$ cat src/dbs_regs.svh
// Constants of the dynamic bus sizing block
// Contract
// - Acknowledge pair selects wait, 8-bit, 16-bit, reserved
// - Long word takes two 16-bit or four 8-bit reads
// - 16-bit port on lanes 15:0, 8-bit on 15:8
// - Move most data per cycle, assume 16-bit first
// - Operand bytes go most significant first
// - Size outputs give bytes still to move
// - Address carries word base plus byte offset
// - Address bits 23:20 copy address bit 19
// - Word and long word misaligned at odd address
// - At most an aligned word per cycle, high word first
// - Misaligned long word runs as two misaligned words
// - Single byte lane choice, duplicated when writing
// - Word cycle sequences per port width and alignment
// - Aligned long word starts coded long word
// - Long word to 8-bit continues three-byte cycle
// - Three-byte cycle odd, then aligned word cycle
// - Chip-select logic may supply the acknowledge
// - Size codes byte 01, word 10, three 11, long 00
// - Writes drive all sixteen data lines
`ifndef DBS_REGS_SVH
`define DBS_REGS_SVH

`define DBS_SIZE_BYTE   2'b01
`define DBS_SIZE_WORD   2'b10
`define DBS_SIZE_THREE  2'b11
`define DBS_SIZE_LONG   2'b00

`define DBS_ADDR_W      20
`define DBS_BUS_ADDR_W  24
`define DBS_CMD_W       55
`define DBS_CMD_WDATA_LSB 0
`define DBS_CMD_ADDR_LSB  32
`define DBS_CMD_SIZE_LSB  52
`define DBS_CMD_WRITE_BIT 54

`define DBS_FIFO_DEPTH  8
`define DBS_STRB_IDLE   1'b1
`define DBS_ACK_IDLE    2'b11

`endif

$ cat src/dbs_pkg.sv
// Types of the dynamic bus sizing block
package dbs_pkg;

    typedef enum logic [1:0] {
        DBS_IDLE   = 2'b00,
        DBS_START  = 2'b01,
        DBS_STROBE = 2'b10,
        DBS_END    = 2'b11
    } dbs_state_t;

    typedef struct packed {
        dbs_state_t  state;
        logic [2:0]  rem;
        logic        pend;
        logic        write;
        logic [19:0] addr;
        logic [31:0] data;
        logic [31:0] acc;
        logic [23:0] busAddr;
        logic [1:0]  sizeCode;
        logic        readNotWrite;
        logic        addrStrobeN;
        logic        dataStrobeN;
        logic [15:0] dataOut;
        logic        dataOe;
        logic        rdValid;
        logic [31:0] rdData;
    } dbs_core_t;

endpackage : dbs_pkg

$ cat src/dbs_bus_sizer.sv
// External bus dynamic port sizing and operand alignment engine
`timescale 1ns/1ns
`include "dbs_regs.svh"
module dbs_bus_sizer
    import dbs_pkg::*;
(
    input  wire logic        clk,
    input  wire logic        rst,
    // Operand requests from the core
    input  wire logic        cmdValid,
    output logic             cmdReady,
    input  wire logic        cmdWrite,
    input  wire logic [1:0]  cmdSize,
    input  wire logic [19:0] cmdAddr,
    input  wire logic [31:0] cmdWdata,
    output logic             rdValid,
    output logic [31:0]      rdData,
    // Chip-select acknowledge, same clock
    input  wire logic        csAckValid,
    input  wire logic        csAckUpper,
    input  wire logic        csAckLower,
    // External bus pins
    output logic [23:0]      busAddr,
    output logic             xferSizeHi,
    output logic             xferSizeLo,
    output logic             readNotWrite,
    output logic             addrStrobeN,
    output logic             dataStrobeN,
    output logic [15:0]      dataOut,
    output logic             dataOe,
    input  wire logic [15:0] dataIn,
    input  wire logic        portAckUpperN,
    input  wire logic        portAckLowerN
);
    dbs_core_t r_reg;
    dbs_core_t r_next;

    logic [`DBS_CMD_W-1:0] fifoIn;
    logic [`DBS_CMD_W-1:0] fifoOut;
    logic        fifoValid;
    logic        fifoPop;
    logic [1:0]  ackSync;
    logic [15:0] dataSync;
    logic        ackUpper;
    logic        ackLower;
    logic        port8;
    logic        port16;
    logic        moveTwo;
    logic        qWrite;
    logic [1:0]  qSize;
    logic [19:0] qAddr;
    logic [31:0] qData;

    assign fifoIn  = {cmdWrite, cmdSize, cmdAddr, cmdWdata};
    assign qWrite  = fifoOut[`DBS_CMD_WRITE_BIT];
    assign qSize   = fifoOut[`DBS_CMD_SIZE_LSB +: 2];
    assign qAddr   = fifoOut[`DBS_CMD_ADDR_LSB +: `DBS_ADDR_W];
    assign qData   = fifoOut[`DBS_CMD_WDATA_LSB +: 32];
    assign fifoPop = fifoValid & (r_reg.state == DBS_IDLE);

    // Full FIFO stalls the core through cmdReady
    dbs_fifo #(
        .WIDTH (`DBS_CMD_W),
        .DEPTH (`DBS_FIFO_DEPTH)
    ) u_cmd_fifo (
        .clk      (clk),
        .rst      (rst),
        .inValid  (cmdValid),
        .inReady  (cmdReady),
        .inData   (fifoIn),
        .outValid (fifoValid),
        .outReady (fifoPop),
        .outData  (fifoOut)
    );

    dbs_sync3 #(
        .W    (2),
        .INIT (`DBS_ACK_IDLE)
    ) u_ack_sync (
        .clk     (clk),
        .rst     (rst),
        .pinIn   ({portAckUpperN, portAckLowerN}),
        .syncOut (ackSync)
    );

    // Data passes the same depth as the acknowledge, so both line up
    dbs_sync3 #(
        .W    (16),
        .INIT (16'h0000)
    ) u_data_sync (
        .clk     (clk),
        .rst     (rst),
        .pinIn   (dataIn),
        .syncOut (dataSync)
    );

    // Internal acknowledge overrides the pins while valid
    always_comb
    begin
        if (csAckValid)
        begin
            ackUpper = csAckUpper;
            ackLower = csAckLower;
        end
        else
        begin
            ackUpper = ~ackSync[1];
            ackLower = ~ackSync[0];
        end
    end

    // Reserved both-asserted code and none asserted both keep waiting
    // Lower alone is an 8-bit port, upper alone a 16-bit port
    assign port8   = ~ackUpper & ackLower;
    assign port16  = ackUpper & ~ackLower;
    // Two bytes only when aligned, at least two left and a 16-bit port
    assign moveTwo = port16 & ~r_reg.addr[0] & (r_reg.rem >= 3'd2);

    // Drives address, size, direction and write lanes for the next cycle
    function automatic dbs_core_t setup_pins(input dbs_core_t s);
        dbs_core_t t;
        t = s;
        t.busAddr      = {{4{s.addr[19]}}, s.addr};
        // Remaining count 1..4 maps onto the size code by its low bits
        t.sizeCode     = s.rem[1:0];
        t.readNotWrite = ~s.write;
        t.dataOe       = s.write;
        if (s.rem >= 3'd2 && !s.addr[0])
        begin
            t.dataOut = s.data[31:16];
        end
        else
        begin
            t.dataOut = {s.data[31:24], s.data[31:24]};
        end
        return t;
    endfunction : setup_pins

    always_comb
    begin
        r_next         = r_reg;
        r_next.rdValid = 1'b0;
        unique case (r_reg.state)
            DBS_IDLE:
            begin
                if (fifoValid)
                begin
                    r_next.write = qWrite;
                    r_next.addr  = qAddr;
                    r_next.acc   = 32'h0000_0000;
                    r_next.pend  = 1'b0;
                    unique case (qSize)
                        `DBS_SIZE_BYTE:
                        begin
                            r_next.rem  = 3'd1;
                            r_next.data = {qData[7:0], 24'h00_0000};
                        end
                        `DBS_SIZE_LONG:
                        begin
                            r_next.data = qData;
                            if (qAddr[0])
                            begin
                                r_next.rem  = 3'd2;
                                r_next.pend = 1'b1;
                            end
                            else
                            begin
                                r_next.rem = 3'd4;
                            end
                        end
                        default:
                        begin
                            // Word; three-byte is never requested by the core
                            r_next.rem  = 3'd2;
                            r_next.data = {qData[15:0], 16'h0000};
                        end
                    endcase
                    r_next       = setup_pins(r_next);
                    r_next.state = DBS_START;
                end
            end
            DBS_START:
            begin
                r_next.addrStrobeN = 1'b0;
                // Read strobes data with address; write waits a cycle for data
                r_next.dataStrobeN = r_reg.write;
                r_next.state       = DBS_STROBE;
            end
            DBS_STROBE:
            begin
                r_next.dataStrobeN = 1'b0;
                if (port8 || port16)
                begin
                    if (moveTwo)
                    begin
                        r_next.acc  = {r_reg.acc[15:0], dataSync};
                        r_next.data = {r_reg.data[15:0], 16'h0000};
                        r_next.rem  = r_reg.rem - 3'd2;
                        r_next.addr = r_reg.addr + 20'h0_0002;
                    end
                    else
                    begin
                        if (port16 && r_reg.addr[0])
                        begin
                            r_next.acc = {r_reg.acc[23:0], dataSync[7:0]};
                        end
                        else
                        begin
                            r_next.acc = {r_reg.acc[23:0], dataSync[15:8]};
                        end
                        r_next.data = {r_reg.data[23:0], 8'h00};
                        r_next.rem  = r_reg.rem - 3'd1;
                        r_next.addr = r_reg.addr + 20'h0_0001;
                    end
                    r_next.addrStrobeN = `DBS_STRB_IDLE;
                    r_next.dataStrobeN = `DBS_STRB_IDLE;
                    r_next.state       = DBS_END;
                end
            end
            DBS_END:
            begin
                // Hold off the next cycle until the acknowledge is released
                if (!ackUpper && !ackLower)
                begin
                    if (r_reg.rem != 3'd0)
                    begin
                        r_next       = setup_pins(r_reg);
                        r_next.state = DBS_START;
                    end
                    else if (r_reg.pend)
                    begin
                        r_next.rem   = 3'd2;
                        r_next.pend  = 1'b0;
                        r_next       = setup_pins(r_next);
                        r_next.state = DBS_START;
                    end
                    else
                    begin
                        r_next.rdValid = ~r_reg.write;
                        r_next.rdData  = r_reg.acc;
                        r_next.dataOe  = 1'b0;
                        r_next.state   = DBS_IDLE;
                    end
                end
            end
        endcase
    end

    always_ff @(posedge clk or posedge rst)
    begin
        if (rst)
        begin
            r_reg              <= '0;
            r_reg.state        <= DBS_IDLE;
            r_reg.readNotWrite <= 1'b1;
            r_reg.addrStrobeN  <= `DBS_STRB_IDLE;
            r_reg.dataStrobeN  <= `DBS_STRB_IDLE;
            r_reg.sizeCode     <= `DBS_SIZE_BYTE;
        end
        else
        begin
            r_reg <= r_next;
        end
    end

    assign rdValid      = r_reg.rdValid;
    assign rdData       = r_reg.rdData;
    assign busAddr      = r_reg.busAddr;
    assign xferSizeHi   = r_reg.sizeCode[1];
    assign xferSizeLo   = r_reg.sizeCode[0];
    assign readNotWrite = r_reg.readNotWrite;
    assign addrStrobeN  = r_reg.addrStrobeN;
    assign dataStrobeN  = r_reg.dataStrobeN;
    assign dataOut      = r_reg.dataOut;
    assign dataOe       = r_reg.dataOe;
endmodule : dbs_bus_sizer

$ cat src/dbs_fifo.sv
// Command FIFO with valid/ready on both sides
`timescale 1ns/1ns
module dbs_fifo #(
    parameter int WIDTH = 8,
    parameter int DEPTH = 8
) (
    input  wire logic             clk,
    input  wire logic             rst,
    input  wire logic             inValid,
    output logic                  inReady,
    input  wire logic [WIDTH-1:0] inData,
    output logic                  outValid,
    input  wire logic             outReady,
    output logic      [WIDTH-1:0] outData
);
    localparam int AW = $clog2(DEPTH);

    typedef struct packed {
        logic [AW-1:0] wrPtr;
        logic [AW-1:0] rdPtr;
        logic [AW:0]   count;
        logic          notFull;
    } dbs_fifo_t;

    dbs_fifo_t  st_reg;
    dbs_fifo_t  st_next;
    logic [WIDTH-1:0] mem [DEPTH];
    logic       push;
    logic       pop;

    // Ready comes straight from a flop so the core sees no comparator path
    assign inReady  = st_reg.notFull;
    assign outValid = (st_reg.count != '0);
    assign outData  = mem[st_reg.rdPtr];
    assign push     = inValid & inReady;
    assign pop      = outValid & outReady;

    always_comb
    begin
        st_next = st_reg;
        if (push)
        begin
            st_next.wrPtr = (st_reg.wrPtr == AW'(DEPTH - 1)) ? '0 : st_reg.wrPtr + 1'b1;
        end
        if (pop)
        begin
            st_next.rdPtr = (st_reg.rdPtr == AW'(DEPTH - 1)) ? '0 : st_reg.rdPtr + 1'b1;
        end
        st_next.count = st_reg.count + (AW+1)'(push) - (AW+1)'(pop);
        st_next.notFull = (st_next.count != (AW+1)'(DEPTH));
    end

    always_ff @(posedge clk or posedge rst)
    begin
        if (rst)
        begin
            st_reg <= '0;
            st_reg.notFull <= 1'b1;
        end
        else
        begin
            st_reg <= st_next;
        end
    end

    always_ff @(posedge clk)
    begin
        if (push)
        begin
            mem[st_reg.wrPtr] <= inData;
        end
    end
endmodule : dbs_fifo

$ cat src/dbs_sync3.sv
// Three-stage pin synchroniser with agreement filter
`timescale 1ns/1ns
module dbs_sync3 #(
    parameter int W = 1,
    parameter logic [W-1:0] INIT = '0
) (
    input  wire logic         clk,
    input  wire logic         rst,
    input  wire logic [W-1:0] pinIn,
    output logic      [W-1:0] syncOut
);
    typedef struct packed {
        logic [W-1:0] s1;
        logic [W-1:0] s2;
        logic [W-1:0] s3;
        logic [W-1:0] q;
    } dbs_sync_t;

    dbs_sync_t st_reg;
    dbs_sync_t st_next;

    always_comb
    begin
        st_next    = st_reg;
        st_next.s1 = pinIn;
        st_next.s2 = st_reg.s1;
        st_next.s3 = st_reg.s2;
        // First stage may be metastable, so only later stages are compared
        if (st_reg.s2 == st_reg.s3)
        begin
            st_next.q = st_reg.s3;
        end
    end

    always_ff @(posedge clk or posedge rst)
    begin
        if (rst)
        begin
            st_reg <= {INIT, INIT, INIT, INIT};
        end
        else
        begin
            st_reg <= st_next;
        end
    end

    assign syncOut = st_reg.q;
endmodule : dbs_sync3

$ cat config.mk
export PLATFORM = sky130hd
export DESIGN_NAME = dbs_bus_sizer
export DESIGN_NICKNAME = d
export VERILOG_FILES = /design/src/dbs_pkg.sv /design/src/dbs_bus_sizer.sv /design/src/dbs_fifo.sv /design/src/dbs_sync3.sv
export VERILOG_INCLUDE_DIRS = /design/src /design/src/src
export SDC_FILE = /design/constraint.sdc
export NUM_CORES = 1
export LEC_CHECK = 0
export BUFFER_PORTS_ARGS = -buffer_cell sky130_fd_sc_hd__buf_2
export CAP_MARGIN = 20
export CORE_MARGIN = 3
export CORE_UTILIZATION = 45
export CTS_BUF_LIST = sky130_fd_sc_hd__clkbuf_4
export DETAILED_ROUTE_END_ITERATION = 10
export GPL_ROUTABILITY_DRIVEN = 1
export SLEW_MARGIN = 10
export SYNTH_ARGS = -nofsm -noshare
export SYNTH_HDL_FRONTEND = slang
export SYNTH_SLANG_ARGS = --single-unit
$ cat constraint.sdc
create_clock -name clk -period 14.47 [get_ports clk]
set_input_delay 1.447 -clock clk [delete_from_list [all_inputs] [get_ports clk]]
set_output_delay 1.447 -clock clk [all_outputs]
set_load 0.02 [all_outputs]
==> impl_results.md <==
- Crit path depth: 11
- Ys async rst share: 36.1%
- Distinct cell type count after synthesis: 76
- Core area: 63,200 um^2
- Worst min-delay path category: flip-flop to flip-flop
- Vias: 16.9k
- Worst hold slack: 0.350 ns
- Max Buffers Root-to-Sink: 3
- Setup crit end: dataOut[11]
- Critical R2R Launch: u_ack_sync.syncOut[0]
- Slew Viols, Final: 0
- Post-Syn Area: 28,800 um^2
- Cells on worst reg2reg path: 10
- Area of the die: 67,100 um^2
- Max reg flops: 440
- Chip height: 259 um
- Post-route antenna net violation count: 0
- WL final: 67.3 mm
- Drc violations: 0
- Initial DRC count: 1,329
- Worst Path Arrival: 4.59 ns
- Number of clock sinks: 689
- Global-route wire length before repair: 104 mm
- Tcrit/Tclk final: 25.5%
- Pin count of the biggest net entering global routing: 93
- Power Dens Cells: 208 nW/um^2
- VDD IR max: 0.143 mV
- P&R area growth vs syn: 12.0%
- Slew HR: 31.9%
- Final core occ: 51.1%
- Final setup TNS: 0 ns
- GRT Overall Usage: 20.5%
- Top delay family on crit path: simple AND/OR/NAND/NOR gates
- Critical path capture point type: flip-flop
- Reg2Reg Setup Slack: 10.82 ns
- Crit. Startpoint: csAckValid
- Warnings, synthesis: 0
- Crit path cell chain: buf_2 > nor2_1 > a21oi_1 > ha_1 > inv_1 > a21oi_2 > o211ai_4 > buf_4 > nor3b_4 > nand2_1 > o221ai_1
- Postcts setup bufs: 0
- RSZ-0062 raised after global routing: no
- Final setup viols: 0
- Max-cap violations: 0
- Post-CTS Resized: 0
- Most common library cells after synthesis: edfxtp_1, dfrtp_1, nand2_1
- DR vias/cell: 5.47
- Root buf cell: clkbuf_4
- CP Data Required Time: 15.36 ns
- Least-Margin Pin Slew: 1.02 ns
- DR WL/cell: 21.8 um
- Chip width: 259 um
- Reported leakage power: 12.5 nW
- Crit path kind: input pin to flip-flop
- TritonCTS clock tree: built
- Layout cell share with drive strength beyond 1: 29.6%
- Worst reg2reg endpoint: dataOut[11]
- Crit-path max FO: 53
- CTS Buf Count: 180
- Seq/Total Area, Yosys: 67.6%
- Io pins: 159
- Flops & latches, synth: 689
- Remaining global-route overflow: 0
- Detailed Routing Iterations Pass 1: 5
- Syn Area/Cell: 15.1 um^2
- Slowest CP cell: ha_1
- Count leader, synth: edfxtp_1
- Clock slew at reported path FFs: 0.06 ns
- Fmax: 0.271 GHz
- Post-Route M1 WL: 28.1 mm
- Uppermost layer routed: met5
- DP HPWL: 41.2 mm
- Top cells by area, synth: edfxtp_1, dfrtp_1, mux4_2
- Slowest stage delay, CP: 0.74 ns
- Clk_skew: 0.0503 ns
- Final Hold Viols: 0
- Startpoint types: input pin
- Status: finished, final reports clean
- Predominant post-synthesis flop cell: edfxtp_1
- Initial antenna violation count: 10
- Met2 routed WL: 33.6 mm
- Syn Inst Count: 1,909
- Synth area leader: edfxtp_1
- Vias in the first global route: 17.5k
- Clk_lat worst skew: 1.01 ns
- Rows: 92
- Buffers added on ports: 158
- Mapped Nets: 2,009
- Yosys top cell area share: 45.9%
- Initial core utilization: 45.6%
- Routability cong.: 0.877
- Worst path bufs/invs: 3
- Number of synthesized flops with an enable pin: 440
- Number of H-tree levels: 4
- Hold_buf cts: 0
- Met3 routed WL: 4.19 mm
- Min Tclk post-route: 3.69 ns
- Nets@finish: 2,204
-- cells by family (layout without fill, tap and decap cells) --
group | count (synthesis) | after routing | synth area share (%)
other cells | 0 | 4 | 0
compound gates | 325 | 325 | 7.18
buf+inv | 203 | 527 | 4.06
fa+ha+maj | 21 | 21 | 0.938
simple gates | 418 | 418 | 6.77
mux | 230 | 230 | 12.8
flops | 689 | 689 | 67.6
xor+xnor | 23 | 23 | 0.699
-- how the worst min path moves through the flow --
stage                            startpoint                       to  slack (ns)  depth (start not counted)
detailed placement  u_data_sync.st_next[34]  u_data_sync.st_next[18]        0.33                          0
CTS                   u_ack_sync.st_next[4]    u_ack_sync.st_next[2]        0.35                          0
global route        u_data_sync.st_next[33]  u_data_sync.st_next[17]        0.35                          0
global placement    u_data_sync.st_next[32]  u_data_sync.st_next[16]        0.34                          0
floorplan           u_data_sync.st_next[32]  u_data_sync.st_next[16]        0.33                          0
finish              u_data_sync.st_next[37]  u_data_sync.st_next[21]        0.35                          0
-- cell usage in the layout (no fill, tap or decap), types with 5 or more instances in the layout --
cell	n
nand2_1	223
clkinv_1	24
and2_1	6
buf_2	158
buf_4	31
inv_1	21
o22ai_1	13
dfstp_2	13
or3_1	10
nand3_1	21
o21ai_0	77
o22a_1	5
o31ai_1	35
a21oi_1	72
a21o_1	5
mux2i_1	97
a22o_1	10
o21ai_1	15
and3_1	6
a22oi_1	18
edfxtp_1	440
clkbuf_4	271
nand2b_1	37
o211ai_1	12
ha_1	19
dfrtp_1	233
o221ai_1	10
nor3_1	19
xor2_1	20
a31o_1	8
nor4_1	6
mux4_2	106
a31oi_1	24
nor2_1	53
mux2_2	25
-- worst reg2reg max path, stage by stage (launching register included) --
cell and delay [ns]:
dfstp_2 0.55, nor2_1 0.05, a21oi_1 0.19, ha_1 0.74, inv_1 0.14, a21oi_2 0.27, o211ai_4 0.11, buf_4 0.33
nor3b_4 0.57, nand2_1 0.34, o221ai_1 0.29
-- per-layer routing --
| metal | GRT usage (%) | vias up |
|---|---|---|
| met5 | 0 | - |
| met2 | 33.5 | 562 |
| met1 | 26.7 | 8508 |
| li1 | - | 7668 |
| met3 | 5.27 | 116 |
| met4 | 7.17 | 12 |
-- cell type report --
cell class | instances | area (um^2)
Fill cell | 5380 | 30900
Sequential cell | 689 | 19500
Multi-Input combinational cell | 1017 | 8240
Clock buffer | 271 | 2030
Timing Repair Buffer | 192 | 1100
Tap cell | 846 | 1060
Clock inverter | 40 | 251
Inverter | 24 | 97.6
Antenna cell | 4 | 10.0
-- metrics by stage --
| stage | setup slack (ns) | cells | cell area (um^2) | power [mW] |
|---|---|---|---|---|
| after floorplan | 6.20 | 1909 | 28800 | 4.46 |
| after global placement | 10.01 | 2763 | 29900 | 5.04 |
| after detailed placement | 9.86 | 2764 | 29900 | 5.09 |
| after CTS | 10.89 | 3075 | 32200 | 6.78 |
| after global routing | 10.52 | 3082 | 32300 | 7.14 |
| final | 10.78 | 3083 | 32300 | 6.72 |
-- power breakdown --
part	internal (mW)	total (mW)	switching (mW)
clock	0.889	1.66	0.771
combinational	0.869	2.37	1.50
sequential	2.46	2.69	0.234
Note: power is estimated with default switching activity, not from simulation.
